## config.mk

```make
export PLATFORM = sky130hd
export DESIGN_NAME = irq_cfg_bank
export DESIGN_NICKNAME = d
export VERILOG_FILES = /design/src/irq_cfg_pkg.sv /design/src/irq_pending_timer.sv /design/src/irq_cfg_bank.sv
export SDC_FILE = /design/constraint.sdc
export NUM_CORES = 1
export LEC_CHECK = 0
export BUFFER_PORTS_ARGS = -buffer_cell sky130_fd_sc_hd__buf_2
export CAP_MARGIN = 5
export CORE_MARGIN = 3
export CORE_UTILIZATION = 28
export CTS_CLUSTER_SIZE = 8
export DETAILED_ROUTE_END_ITERATION = 16
export GPL_TIMING_DRIVEN = 0
export SLEW_MARGIN = 20
export SYNTH_ARGS = -nofsm -noshare
export SYNTH_HDL_FRONTEND = slang
export SYNTH_HIERARCHICAL = 1
export SYNTH_SLANG_ARGS = --single-unit
```

## constraint.sdc

```tcl
create_clock -name system_clock_i -period 2.61 [get_ports system_clock_i]
set_input_delay 0.261 -clock system_clock_i [delete_from_list [all_inputs] [get_ports system_clock_i]]
set_output_delay 0.261 -clock system_clock_i [all_outputs]
set_load 0.005 [all_outputs]
```

## src/irq_cfg_pkg.sv

```systemverilog
/*
  Package for the common interrupt mask and buffer configuration bank.
  Holds register offsets, field positions, reset values and timing counts.
  Assumes an 8-bit host register port with a 16-bit byte address.
*/
package irq_cfg_pkg;
  localparam logic [15:0] OFF_MAIN_EVENT_FLAGS = 16'h0015;
  localparam logic [15:0] OFF_MAIN_IRQ_MASK = 16'h0016;
  localparam logic [15:0] OFF_RETRY_TIME_HI = 16'h0017;
  localparam logic [15:0] OFF_RETRY_TIME_LO = 16'h0018;
  localparam logic [15:0] OFF_RETRY_COUNT = 16'h0019;
  localparam logic [15:0] OFF_RX_SIZES = 16'h001A;
  localparam logic [15:0] OFF_TX_SIZES = 16'h001B;
  localparam logic [15:0] OFF_WAKE_FLAGS = 16'h0020;
  localparam logic [15:0] OFF_WAKE_MASK = 16'h0021;
  localparam logic [15:0] OFF_ECHO_PERIOD = 16'h0028;

  localparam logic [7:0] RST_MAIN_IRQ_MASK = 8'h00;
  localparam logic [15:0] RST_RETRY_TIME = 16'h07D0;
  localparam logic [7:0] RST_RETRY_COUNT = 8'h08;
  localparam logic [7:0] RST_BUF_SIZES = 8'h55;
  localparam logic [7:0] RST_WAKE_MASK = 8'h00;
  localparam logic [7:0] RST_ECHO_PERIOD = 8'h28;

  localparam int ADDR_CLASH_BIT = 7;
  localparam int DEST_PORT_FAIL_BIT = 6;
  localparam int SESSION_END_BIT = 5;
  localparam int RESERVED_MAIN_BIT = 4;
  localparam logic [7:0] MAIN_MASK_USED = 8'hEF;
  localparam int MAGIC_PACKET_BIT = 0;
  localparam logic [7:0] WAKE_USED = 8'h01;
  localparam int SOCKETS = 4;

  localparam int RETRY_TIME_UNIT_US = 100;
  localparam int ECHO_PERIOD_UNIT_MS = 25;
  localparam int PEND_TICK_CLKS = 4;
  localparam logic [1:0] PEND_TICK_LAST = 2'(PEND_TICK_CLKS - 1);

  typedef struct packed {
    logic wr;
    logic rd;
    logic [15:0] addr;
    logic [7:0] wdata;
  } host_req_t;

  typedef struct packed {
    logic addr_clash;
    logic dest_port_fail;
    logic session_end;
    logic [SOCKETS-1:0] socket_irq;
    logic magic_packet;
  } events_t;
endpackage

```

## src/irq_pending_timer.sv

```systemverilog
/*
  Interrupt pending timer: reloads while the interrupt line is high-going
  and counts down by one every four system clocks down to zero.
  Assumes the reload value comes from a register on the same clock.
*/
`timescale 1ns/1ps
module irq_pending_timer #(
  parameter int WIDTH = 16
) (
  input wire logic system_clock_i,
  input wire logic arst_n_i,
  input wire logic reload_i,
  input wire logic [WIDTH-1:0] irq_pending_time_i,
  output logic expired_o
);
  logic [WIDTH-1:0] count_r;
  logic [1:0] tick_r;

  always_ff @(posedge system_clock_i or negedge arst_n_i) begin
    if (!arst_n_i) begin
      tick_r <= 2'h0;
    end else if (reload_i || tick_r == irq_cfg_pkg::PEND_TICK_LAST) begin
      tick_r <= 2'h0;
    end else begin
      tick_r <= tick_r + 2'h1;
    end
  end

  always_ff @(posedge system_clock_i or negedge arst_n_i) begin
    if (!arst_n_i) begin
      count_r <= '0;
    end else if (reload_i) begin
      count_r <= irq_pending_time_i;
    end else if (count_r != '0 && tick_r == irq_cfg_pkg::PEND_TICK_LAST) begin
      count_r <= count_r - WIDTH'(1);
    end
  end

  assign expired_o = (count_r == '0);
endmodule // irq_pending_timer

```

## src/irq_cfg_bank.sv

```systemverilog
/*
  Common register bank: interrupt masks, wake event flag and mask,
  retransmission defaults, buffer size fields and link echo period.
  Assumes a single-cycle 8-bit host register port on system_clock_i and event
  pulses from the protocol engines on the same clock.
*/
// Summary of operation
// - Mask bit 7 gates address clash event.
// - Mask bit 6 gates port unreachable event.
// - Mask bit 5 gates session termination event.
// - Mask bits 3:0 gate socket events.
// - Retry time default 2000, 100 us units.
// - Zero socket retry count reloads from default.
// - Rx sizes two bits per socket, reset 0x55.
// - Tx sizes same layout, reset 0x55.
// - Magic packet sets wake flag, write-one clears.
// - Interrupt needs flag, mask, expired pending timer.
// - Release interrupt when flag or mask clears.
// - Wake mask bit 0 enables, resets zero.
// - Echo period in 25 ms units, reset 40.
// - Pending timer reloads on release, counts per 4.
// - Global enable low holds interrupt high.
// - Events set main flags whatever the mask.
`timescale 1ns/1ps
module irq_cfg_bank #(
  parameter int SOCKETS = irq_cfg_pkg::SOCKETS
) (
  input wire logic system_clock_i,
  input wire logic arst_n_i,
  input wire irq_cfg_pkg::host_req_t host_req_i,
  output logic [7:0] host_rdata_o,
  output logic host_hit_o,
  input wire irq_cfg_pkg::events_t events_i,
  input wire logic [SOCKETS-1:0] socket_irq_clear_i,
  input wire logic global_irq_enable_i,
  input wire logic [15:0] irq_pending_time_i,
  input wire logic [SOCKETS-1:0] socket_retry_count_zero_i,
  output logic [SOCKETS-1:0] socket_retry_load_o,
  output logic [15:0] default_retry_time_o,
  output logic [7:0] default_retry_count_o,
  output logic [7:0] rx_buffer_sizes_o,
  output logic [7:0] tx_buffer_sizes_o,
  output logic [7:0] ppp_echo_period_o,
  output logic irq_out_low_o
);
  ////////////////////////////////////////////////////////////////////////
  logic [7:0] main_irq_mask_r;
  logic [7:0] main_event_flags_r;
  logic [15:0] default_retry_time_r;
  logic [7:0] default_retry_count_r;
  logic [7:0] rx_buffer_sizes_r;
  logic [7:0] tx_buffer_sizes_r;
  logic [7:0] wake_event_flags_r;
  logic [7:0] wake_event_mask_r;
  logic [7:0] ppp_echo_period_r;
  logic [7:0] host_rdata_r;
  logic irq_low_r;
  logic [7:0] main_set;
  logic [7:0] main_clr;
  logic wr_hit;
  logic irq_cause;
  logic timer_expired;
  logic [7:0] wd;

  assign wd = host_req_i.wdata;

  function automatic logic wr_at(input logic [15:0] off);
    wr_at = host_req_i.wr && host_req_i.addr == off;
  endfunction

  ////////////////////////////////////////////////////////////////////////
  // Plain configuration registers.
  always_ff @(posedge system_clock_i or negedge arst_n_i) begin
    if (!arst_n_i) begin
      main_irq_mask_r <= irq_cfg_pkg::RST_MAIN_IRQ_MASK;
    end else if (wr_at(irq_cfg_pkg::OFF_MAIN_IRQ_MASK)) begin
      main_irq_mask_r <= wd & irq_cfg_pkg::MAIN_MASK_USED;
    end
  end

  always_ff @(posedge system_clock_i or negedge arst_n_i) begin
    if (!arst_n_i) begin
      default_retry_time_r <= irq_cfg_pkg::RST_RETRY_TIME;
    end else if (wr_at(irq_cfg_pkg::OFF_RETRY_TIME_HI)) begin
      default_retry_time_r[15:8] <= wd;
    end else if (wr_at(irq_cfg_pkg::OFF_RETRY_TIME_LO)) begin
      default_retry_time_r[7:0] <= wd;
    end
  end

  always_ff @(posedge system_clock_i or negedge arst_n_i) begin
    if (!arst_n_i) begin
      default_retry_count_r <= irq_cfg_pkg::RST_RETRY_COUNT;
    end else if (wr_at(irq_cfg_pkg::OFF_RETRY_COUNT)) begin
      default_retry_count_r <= wd;
    end
  end

  always_ff @(posedge system_clock_i or negedge arst_n_i) begin
    if (!arst_n_i) begin
      rx_buffer_sizes_r <= irq_cfg_pkg::RST_BUF_SIZES;
      tx_buffer_sizes_r <= irq_cfg_pkg::RST_BUF_SIZES;
    end else begin
      // The 8 KB budget is not checked; a bad setting is the host's fault.
      if (wr_at(irq_cfg_pkg::OFF_RX_SIZES)) begin
        rx_buffer_sizes_r <= wd;
      end
      if (wr_at(irq_cfg_pkg::OFF_TX_SIZES)) begin
        tx_buffer_sizes_r <= wd;
      end
    end
  end

  always_ff @(posedge system_clock_i or negedge arst_n_i) begin
    if (!arst_n_i) begin
      wake_event_mask_r <= irq_cfg_pkg::RST_WAKE_MASK;
    end else if (wr_at(irq_cfg_pkg::OFF_WAKE_MASK)) begin
      wake_event_mask_r <= wd & irq_cfg_pkg::WAKE_USED;
    end
  end

  always_ff @(posedge system_clock_i or negedge arst_n_i) begin
    if (!arst_n_i) begin
      ppp_echo_period_r <= irq_cfg_pkg::RST_ECHO_PERIOD;
    end else if (wr_at(irq_cfg_pkg::OFF_ECHO_PERIOD)) begin
      ppp_echo_period_r <= wd;
    end
  end

  ////////////////////////////////////////////////////////////////////////
  // Event flags. A set in the same cycle as a clear wins, so no event is lost.
  always_comb begin
    main_set = 8'h00;
    main_set[irq_cfg_pkg::ADDR_CLASH_BIT] = events_i.addr_clash;
    main_set[irq_cfg_pkg::DEST_PORT_FAIL_BIT] = events_i.dest_port_fail;
    main_set[irq_cfg_pkg::SESSION_END_BIT] = events_i.session_end;
    main_set[SOCKETS-1:0] = events_i.socket_irq;
    main_clr = 8'h00;
    if (wr_at(irq_cfg_pkg::OFF_MAIN_EVENT_FLAGS)) begin
      main_clr[7:5] = wd[7:5];
    end
    // Socket bits follow their socket status and clear on its notice.
    main_clr[SOCKETS-1:0] = socket_irq_clear_i;
  end

  always_ff @(posedge system_clock_i or negedge arst_n_i) begin
    if (!arst_n_i) begin
      main_event_flags_r <= 8'h00;
    end else begin
      main_event_flags_r <= ((main_event_flags_r & ~main_clr) | main_set)
        & irq_cfg_pkg::MAIN_MASK_USED;
    end
  end

  always_ff @(posedge system_clock_i or negedge arst_n_i) begin
    if (!arst_n_i) begin
      wake_event_flags_r <= 8'h00;
    end else if (events_i.magic_packet) begin
      wake_event_flags_r <= irq_cfg_pkg::WAKE_USED;
    end else if (wr_at(irq_cfg_pkg::OFF_WAKE_FLAGS) && wd[irq_cfg_pkg::MAGIC_PACKET_BIT]) begin
      wake_event_flags_r <= 8'h00;
    end
  end

  ////////////////////////////////////////////////////////////////////////
  // Interrupt line and pending timer.
  // Each mask bit gates the flag at the same position.
  assign irq_cause = global_irq_enable_i
    && (|(main_event_flags_r & main_irq_mask_r)
        || |(wake_event_flags_r & wake_event_mask_r));

  always_ff @(posedge system_clock_i or negedge arst_n_i) begin
    if (!arst_n_i) begin
      irq_low_r <= 1'b0;
    end else if (!irq_cause) begin
      irq_low_r <= 1'b0;
    end else if (timer_expired) begin
      irq_low_r <= 1'b1;
    end
  end

  // Reload while the line is low and its cause has gone, so the count starts afresh at release.
  irq_pending_timer #(
    .WIDTH(16)
  ) u_pend (
    .system_clock_i(system_clock_i),
    .arst_n_i(arst_n_i),
    .reload_i(irq_low_r && !irq_cause),
    .irq_pending_time_i(irq_pending_time_i),
    .expired_o(timer_expired)
  );

  assign irq_out_low_o = ~irq_low_r;

  ////////////////////////////////////////////////////////////////////////
  // Retransmission defaults seed sockets whose own count has run to zero.
  assign socket_retry_load_o = socket_retry_count_zero_i;
  assign default_retry_time_o = default_retry_time_r;
  assign default_retry_count_o = default_retry_count_r;
  assign rx_buffer_sizes_o = rx_buffer_sizes_r;
  assign tx_buffer_sizes_o = tx_buffer_sizes_r;
  assign ppp_echo_period_o = ppp_echo_period_r;

  ////////////////////////////////////////////////////////////////////////
  // Read port, registered; unmapped addresses read zero.
  always_ff @(posedge system_clock_i or negedge arst_n_i) begin
    if (!arst_n_i) begin
      host_rdata_r <= 8'h00;
    end else if (host_req_i.rd) begin
      case (host_req_i.addr)
        irq_cfg_pkg::OFF_MAIN_EVENT_FLAGS: host_rdata_r <= main_event_flags_r;
        irq_cfg_pkg::OFF_MAIN_IRQ_MASK: host_rdata_r <= main_irq_mask_r;
        irq_cfg_pkg::OFF_RETRY_TIME_HI: host_rdata_r <= default_retry_time_r[15:8];
        irq_cfg_pkg::OFF_RETRY_TIME_LO: host_rdata_r <= default_retry_time_r[7:0];
        irq_cfg_pkg::OFF_RETRY_COUNT: host_rdata_r <= default_retry_count_r;
        irq_cfg_pkg::OFF_RX_SIZES: host_rdata_r <= rx_buffer_sizes_r;
        irq_cfg_pkg::OFF_TX_SIZES: host_rdata_r <= tx_buffer_sizes_r;
        irq_cfg_pkg::OFF_WAKE_FLAGS: host_rdata_r <= wake_event_flags_r;
        irq_cfg_pkg::OFF_WAKE_MASK: host_rdata_r <= wake_event_mask_r;
        irq_cfg_pkg::OFF_ECHO_PERIOD: host_rdata_r <= ppp_echo_period_r;
        default: host_rdata_r <= 8'h00;
      endcase
    end
  end

  always_comb begin
    case (host_req_i.addr)
      irq_cfg_pkg::OFF_MAIN_EVENT_FLAGS, irq_cfg_pkg::OFF_MAIN_IRQ_MASK,
      irq_cfg_pkg::OFF_RETRY_TIME_HI, irq_cfg_pkg::OFF_RETRY_TIME_LO,
      irq_cfg_pkg::OFF_RETRY_COUNT, irq_cfg_pkg::OFF_RX_SIZES,
      irq_cfg_pkg::OFF_TX_SIZES, irq_cfg_pkg::OFF_WAKE_FLAGS,
      irq_cfg_pkg::OFF_WAKE_MASK, irq_cfg_pkg::OFF_ECHO_PERIOD: wr_hit = 1'b1;
      default: wr_hit = 1'b0;
    endcase
  end

  assign host_hit_o = wr_hit && (host_req_i.wr || host_req_i.rd);
  assign host_rdata_o = host_rdata_r;
endmodule // irq_cfg_bank

```

==> reports/results.tsv <==
stage	metric	value	unit
outcome	outcome	completed	
timing	tightest hold margin	85.0	ps
synth	gate count after technology mapping	419	
critical_path	critical path class	in2out	
clock_tree	CTS tree	built	
die	Starting Density	28.8	%
power	Clock Power Share	42.1	%
power	Lkg Pwr	0.00284	uW
power	P_int	2440	uW
timing	RSZ-0062 raised after global routing	false	
synth	#FFs+latches synth	91	
synth	synthesized area per cell	11.4	sq um
hold_path	Worst Hold Class	in2reg	
routing	initial drt markers	249	
routing	number of remaining DRC errors	0	
placement	placed instance area	5680	sq um
synth	Synthesis Warnings	6	
power	sequential share of power	46.5	%
die	Die Y-Extent	137	microns
synth	top-area cell type share of the netlist area	38.6	%
synth	commonest cells in the netlist	dfrtp_1 (74), mux2_2 (54), nand2_1 (26)	
die	row count	47	
critical_path	critical path arrival	2030	ps
critical_path	Required @ worst endpoint	2350	ps
timing	setup violators final	0	
synth	Post-Syn Nets	482	
critical_path	critical-path maximum fanout	10	
timing	Worst-Margin Slew	748	ps
critical_path	CP endpoint kind	primary output	
routing	routed wire length	14.5	mm
routing	drt pass-1 iters	5	
synth	Post-synth top flop	dfrtp_1	
timing	Final Hold Vio Count	0	
global_route	GRT Total Usage	15.5	%
power	Net Sw Frac	26.9	%
timing	period utilization	87.8	%
clock_tree	CTS Sinks	91	
die	Ports	123	
finish	layout cells sized above 1	45.3	%
synth	EDFF count, synth	0	
synth	main area contributors after synthesis	dfrtp_1 (39%), mux2_2 (13%), dfstp_2 (9.3%), a22oi_1 (2.7%), mux2_4 (2.5%)	
power	PwrDens	555	nW/um^2
timing	Max Clock Skew	7.75	ps
synth	Yosys top cell by area	dfrtp_1	
timing	Final Max Tran Viols	0	
clock_tree	CTS buffer count	9	
routing	DRT antenna net count	0	
routing	via/cell ratio	5.17	
die	die area	18700	sq um
synth	synthesized cell area	4790	sq um
timing	Slew headroom	49.7	%
power	Max VDD drop	297	uV
clock_tree	clk root buf	clkbuf_16	
synth	FFs w/ async S/R, synth	100	%
placement	port bufs	116	
critical_path	Critical Path Start Type	primary input	
clock_tree	H-tree levels	3	
global_route	vias in the first global route	3964	
clock_tree	Max clock buf depth	2	
placement	DP HPWL	10.9	mm
die	core area	16600	sq um
placement	GPL Wtd Cong	0.879	
finish	synthesis-to-finish area growth	25.4	%
power	combinational power share	11.4	%
finish	Net count, final	610	
clock_tree	Clk Latency, worst-skew pair	350	ps
global_route	initial antenna violation count	3	
die	Die Wd	137	microns
global_route	grt ovf	0	
finish	fin area	6010	sq um
timing	Max Freq	0.437	GHz
power	Psw	899	uW
timing	Final TNS setup	0	ps
synth	count of different cell masters after synthesis	71	
clock_tree	clock-pin slew on the worst setup and hold paths	70	ps
timing	crit path time final	2290	ps
global_route	first-pass GRT wire length	22.3	mm
synth	most numerous cell in the Yosys netlist	dfrtp_1	
global_route	largest net degree at the start of global routing	56	
synth	register area share after synthesis	47.9	%
routing	WL per Instance	18.8	microns
run	maxcap violations	0	
routing	Vias	3999	
## cells by family after synthesis
family / share of synthesized area [%]
AND/OR/NAND/NOR: 16.5
flip-flops: 47.9
adder cells (fa/ha/maj): 0.522
multiplexers: 17.4
AO/OA/AOI/OAI: 13.5
buffers and inverters: 4.12
## layout make-up
class / instances / area (sq um)
Tap cell: 220 / 275
Sequential cell: 91 / 2300
Timing Repair Buffer: 118 / 624
Fill cell: 1690 / 10600
Multi-Input combinational cell: 288 / 2300
Clock buffer: 10 / 239
Clock inverter: 6 / 78.8
Antenna cell: 1 / 2.50
Inverter: 15 / 56.3
Buffer: 24 / 138
## critical path, stage by stage
cell     delay [ps]
buf_2           220
buf_1           520
buf_2           380
o21ai_0         110
o22ai_1         170
a22oi_1         100
nor2_1          130
buf_2           130
## state kept, by name, summed over array words and instances, names as in the netlist
signal	flops
ppp_echo_period_o	8
wake_event_flags_r	1
rx_buffer_sizes_o	8
wake_event_mask_r	1
default_retry_time_o	16
default_retry_count_o	8
u_pend/tick_r	2
host_rdata_o	8
u_pend/count_r	16
main_event_flags_r	7
tx_buffer_sizes_o	8
irq_low_r	1
main_irq_mask_r	7
## through the flow
stage / power [uW] / worst slack (ps) / cells / utilization (%)
floorplan: 1780 / 458 / 419 / -
global placement: 1930 / 185 / 755 / 34.0
finish: 3340 / 320 / 773 / 36.1
CTS: 3360 / 201 / 773 / 36.1
global route: 3470 / 93.4 / 773 / 36.1
detailed placement: 1950 / 186 / 756 / 34.2
## final timing paths
kind / startpoint / to / slack (ps) / cells past startpoint
worst min register to register: u_pend/tick_r[0] / u_pend/tick_r[0] / 440 / 1
max in group asynchronous: arst_n_i / default_retry_time_o[4] / 1580 / 3
worst min-delay path: events_i[5] / main_event_flags_r[5] / 80 / 2
min in group asynchronous: arst_n_i / u_pend/count_r[11] / 370 / 2
worst max-delay path: host_req_i[8] / host_hit_o / 320 / 8
worst max register to register: u_pend/count_r[1] / u_pend/count_r[1] / 360 / 6
## per-layer routing
layer	vias to the layer above	wire, microns	share of wire (%)	GRT usage, %
met3	21	1210	8.4	4.93
met1	2007	6130	42	19.8
met5	-	21	0.14	0
met2	136	6950	48	25.5
met4	4	180	1.2	3.94
li1	1831	-	-	-
## cell usage in the layout, fill, tap and decap left out, drive strengths merged, types with 4 or more instances in the layout
master	netlist	routed
a21o	9	9
a21oi	12	12
a22oi	17	17
a31oi	7	7
a32oi	4	4
and3	4	4
buf	16	132
clkbuf	9	19
dfrtp	74	74
dfstp	17	17
inv	15	20
mux2	63	63
mux2i	5	5
nand2	26	26
nand2b	4	4
nand3	12	12
nand4	4	4
nor2	24	24
nor2b	6	6
nor3	7	7
nor4	8	8
o21ai	13	13
o22ai	4	4
or3	4	4
or4	9	9
## timing repair
action / 4_1_cts / 5_1_grt
endpoints found under the setup margin: 0 / 3
resized for setup: 0 / 1
hold buffers: 1 / 0
endpoints found under the hold margin: 33 / 0
buffers inserted: 0 / 0
## power by group through the flow
stage / Sequential [uW] / Combinational [uW] / Clock, uW
floorplan: 1560 / 221 / 0
global placement: 1570 / 358 / 0
detailed placement: 1570 / 380 / 0
CTS: 1550 / 383 / 1430
global route: 1560 / 425 / 1490
finish: 1550 / 381 / 1400
No activity file was read; power rests on OpenSTA's default activity.
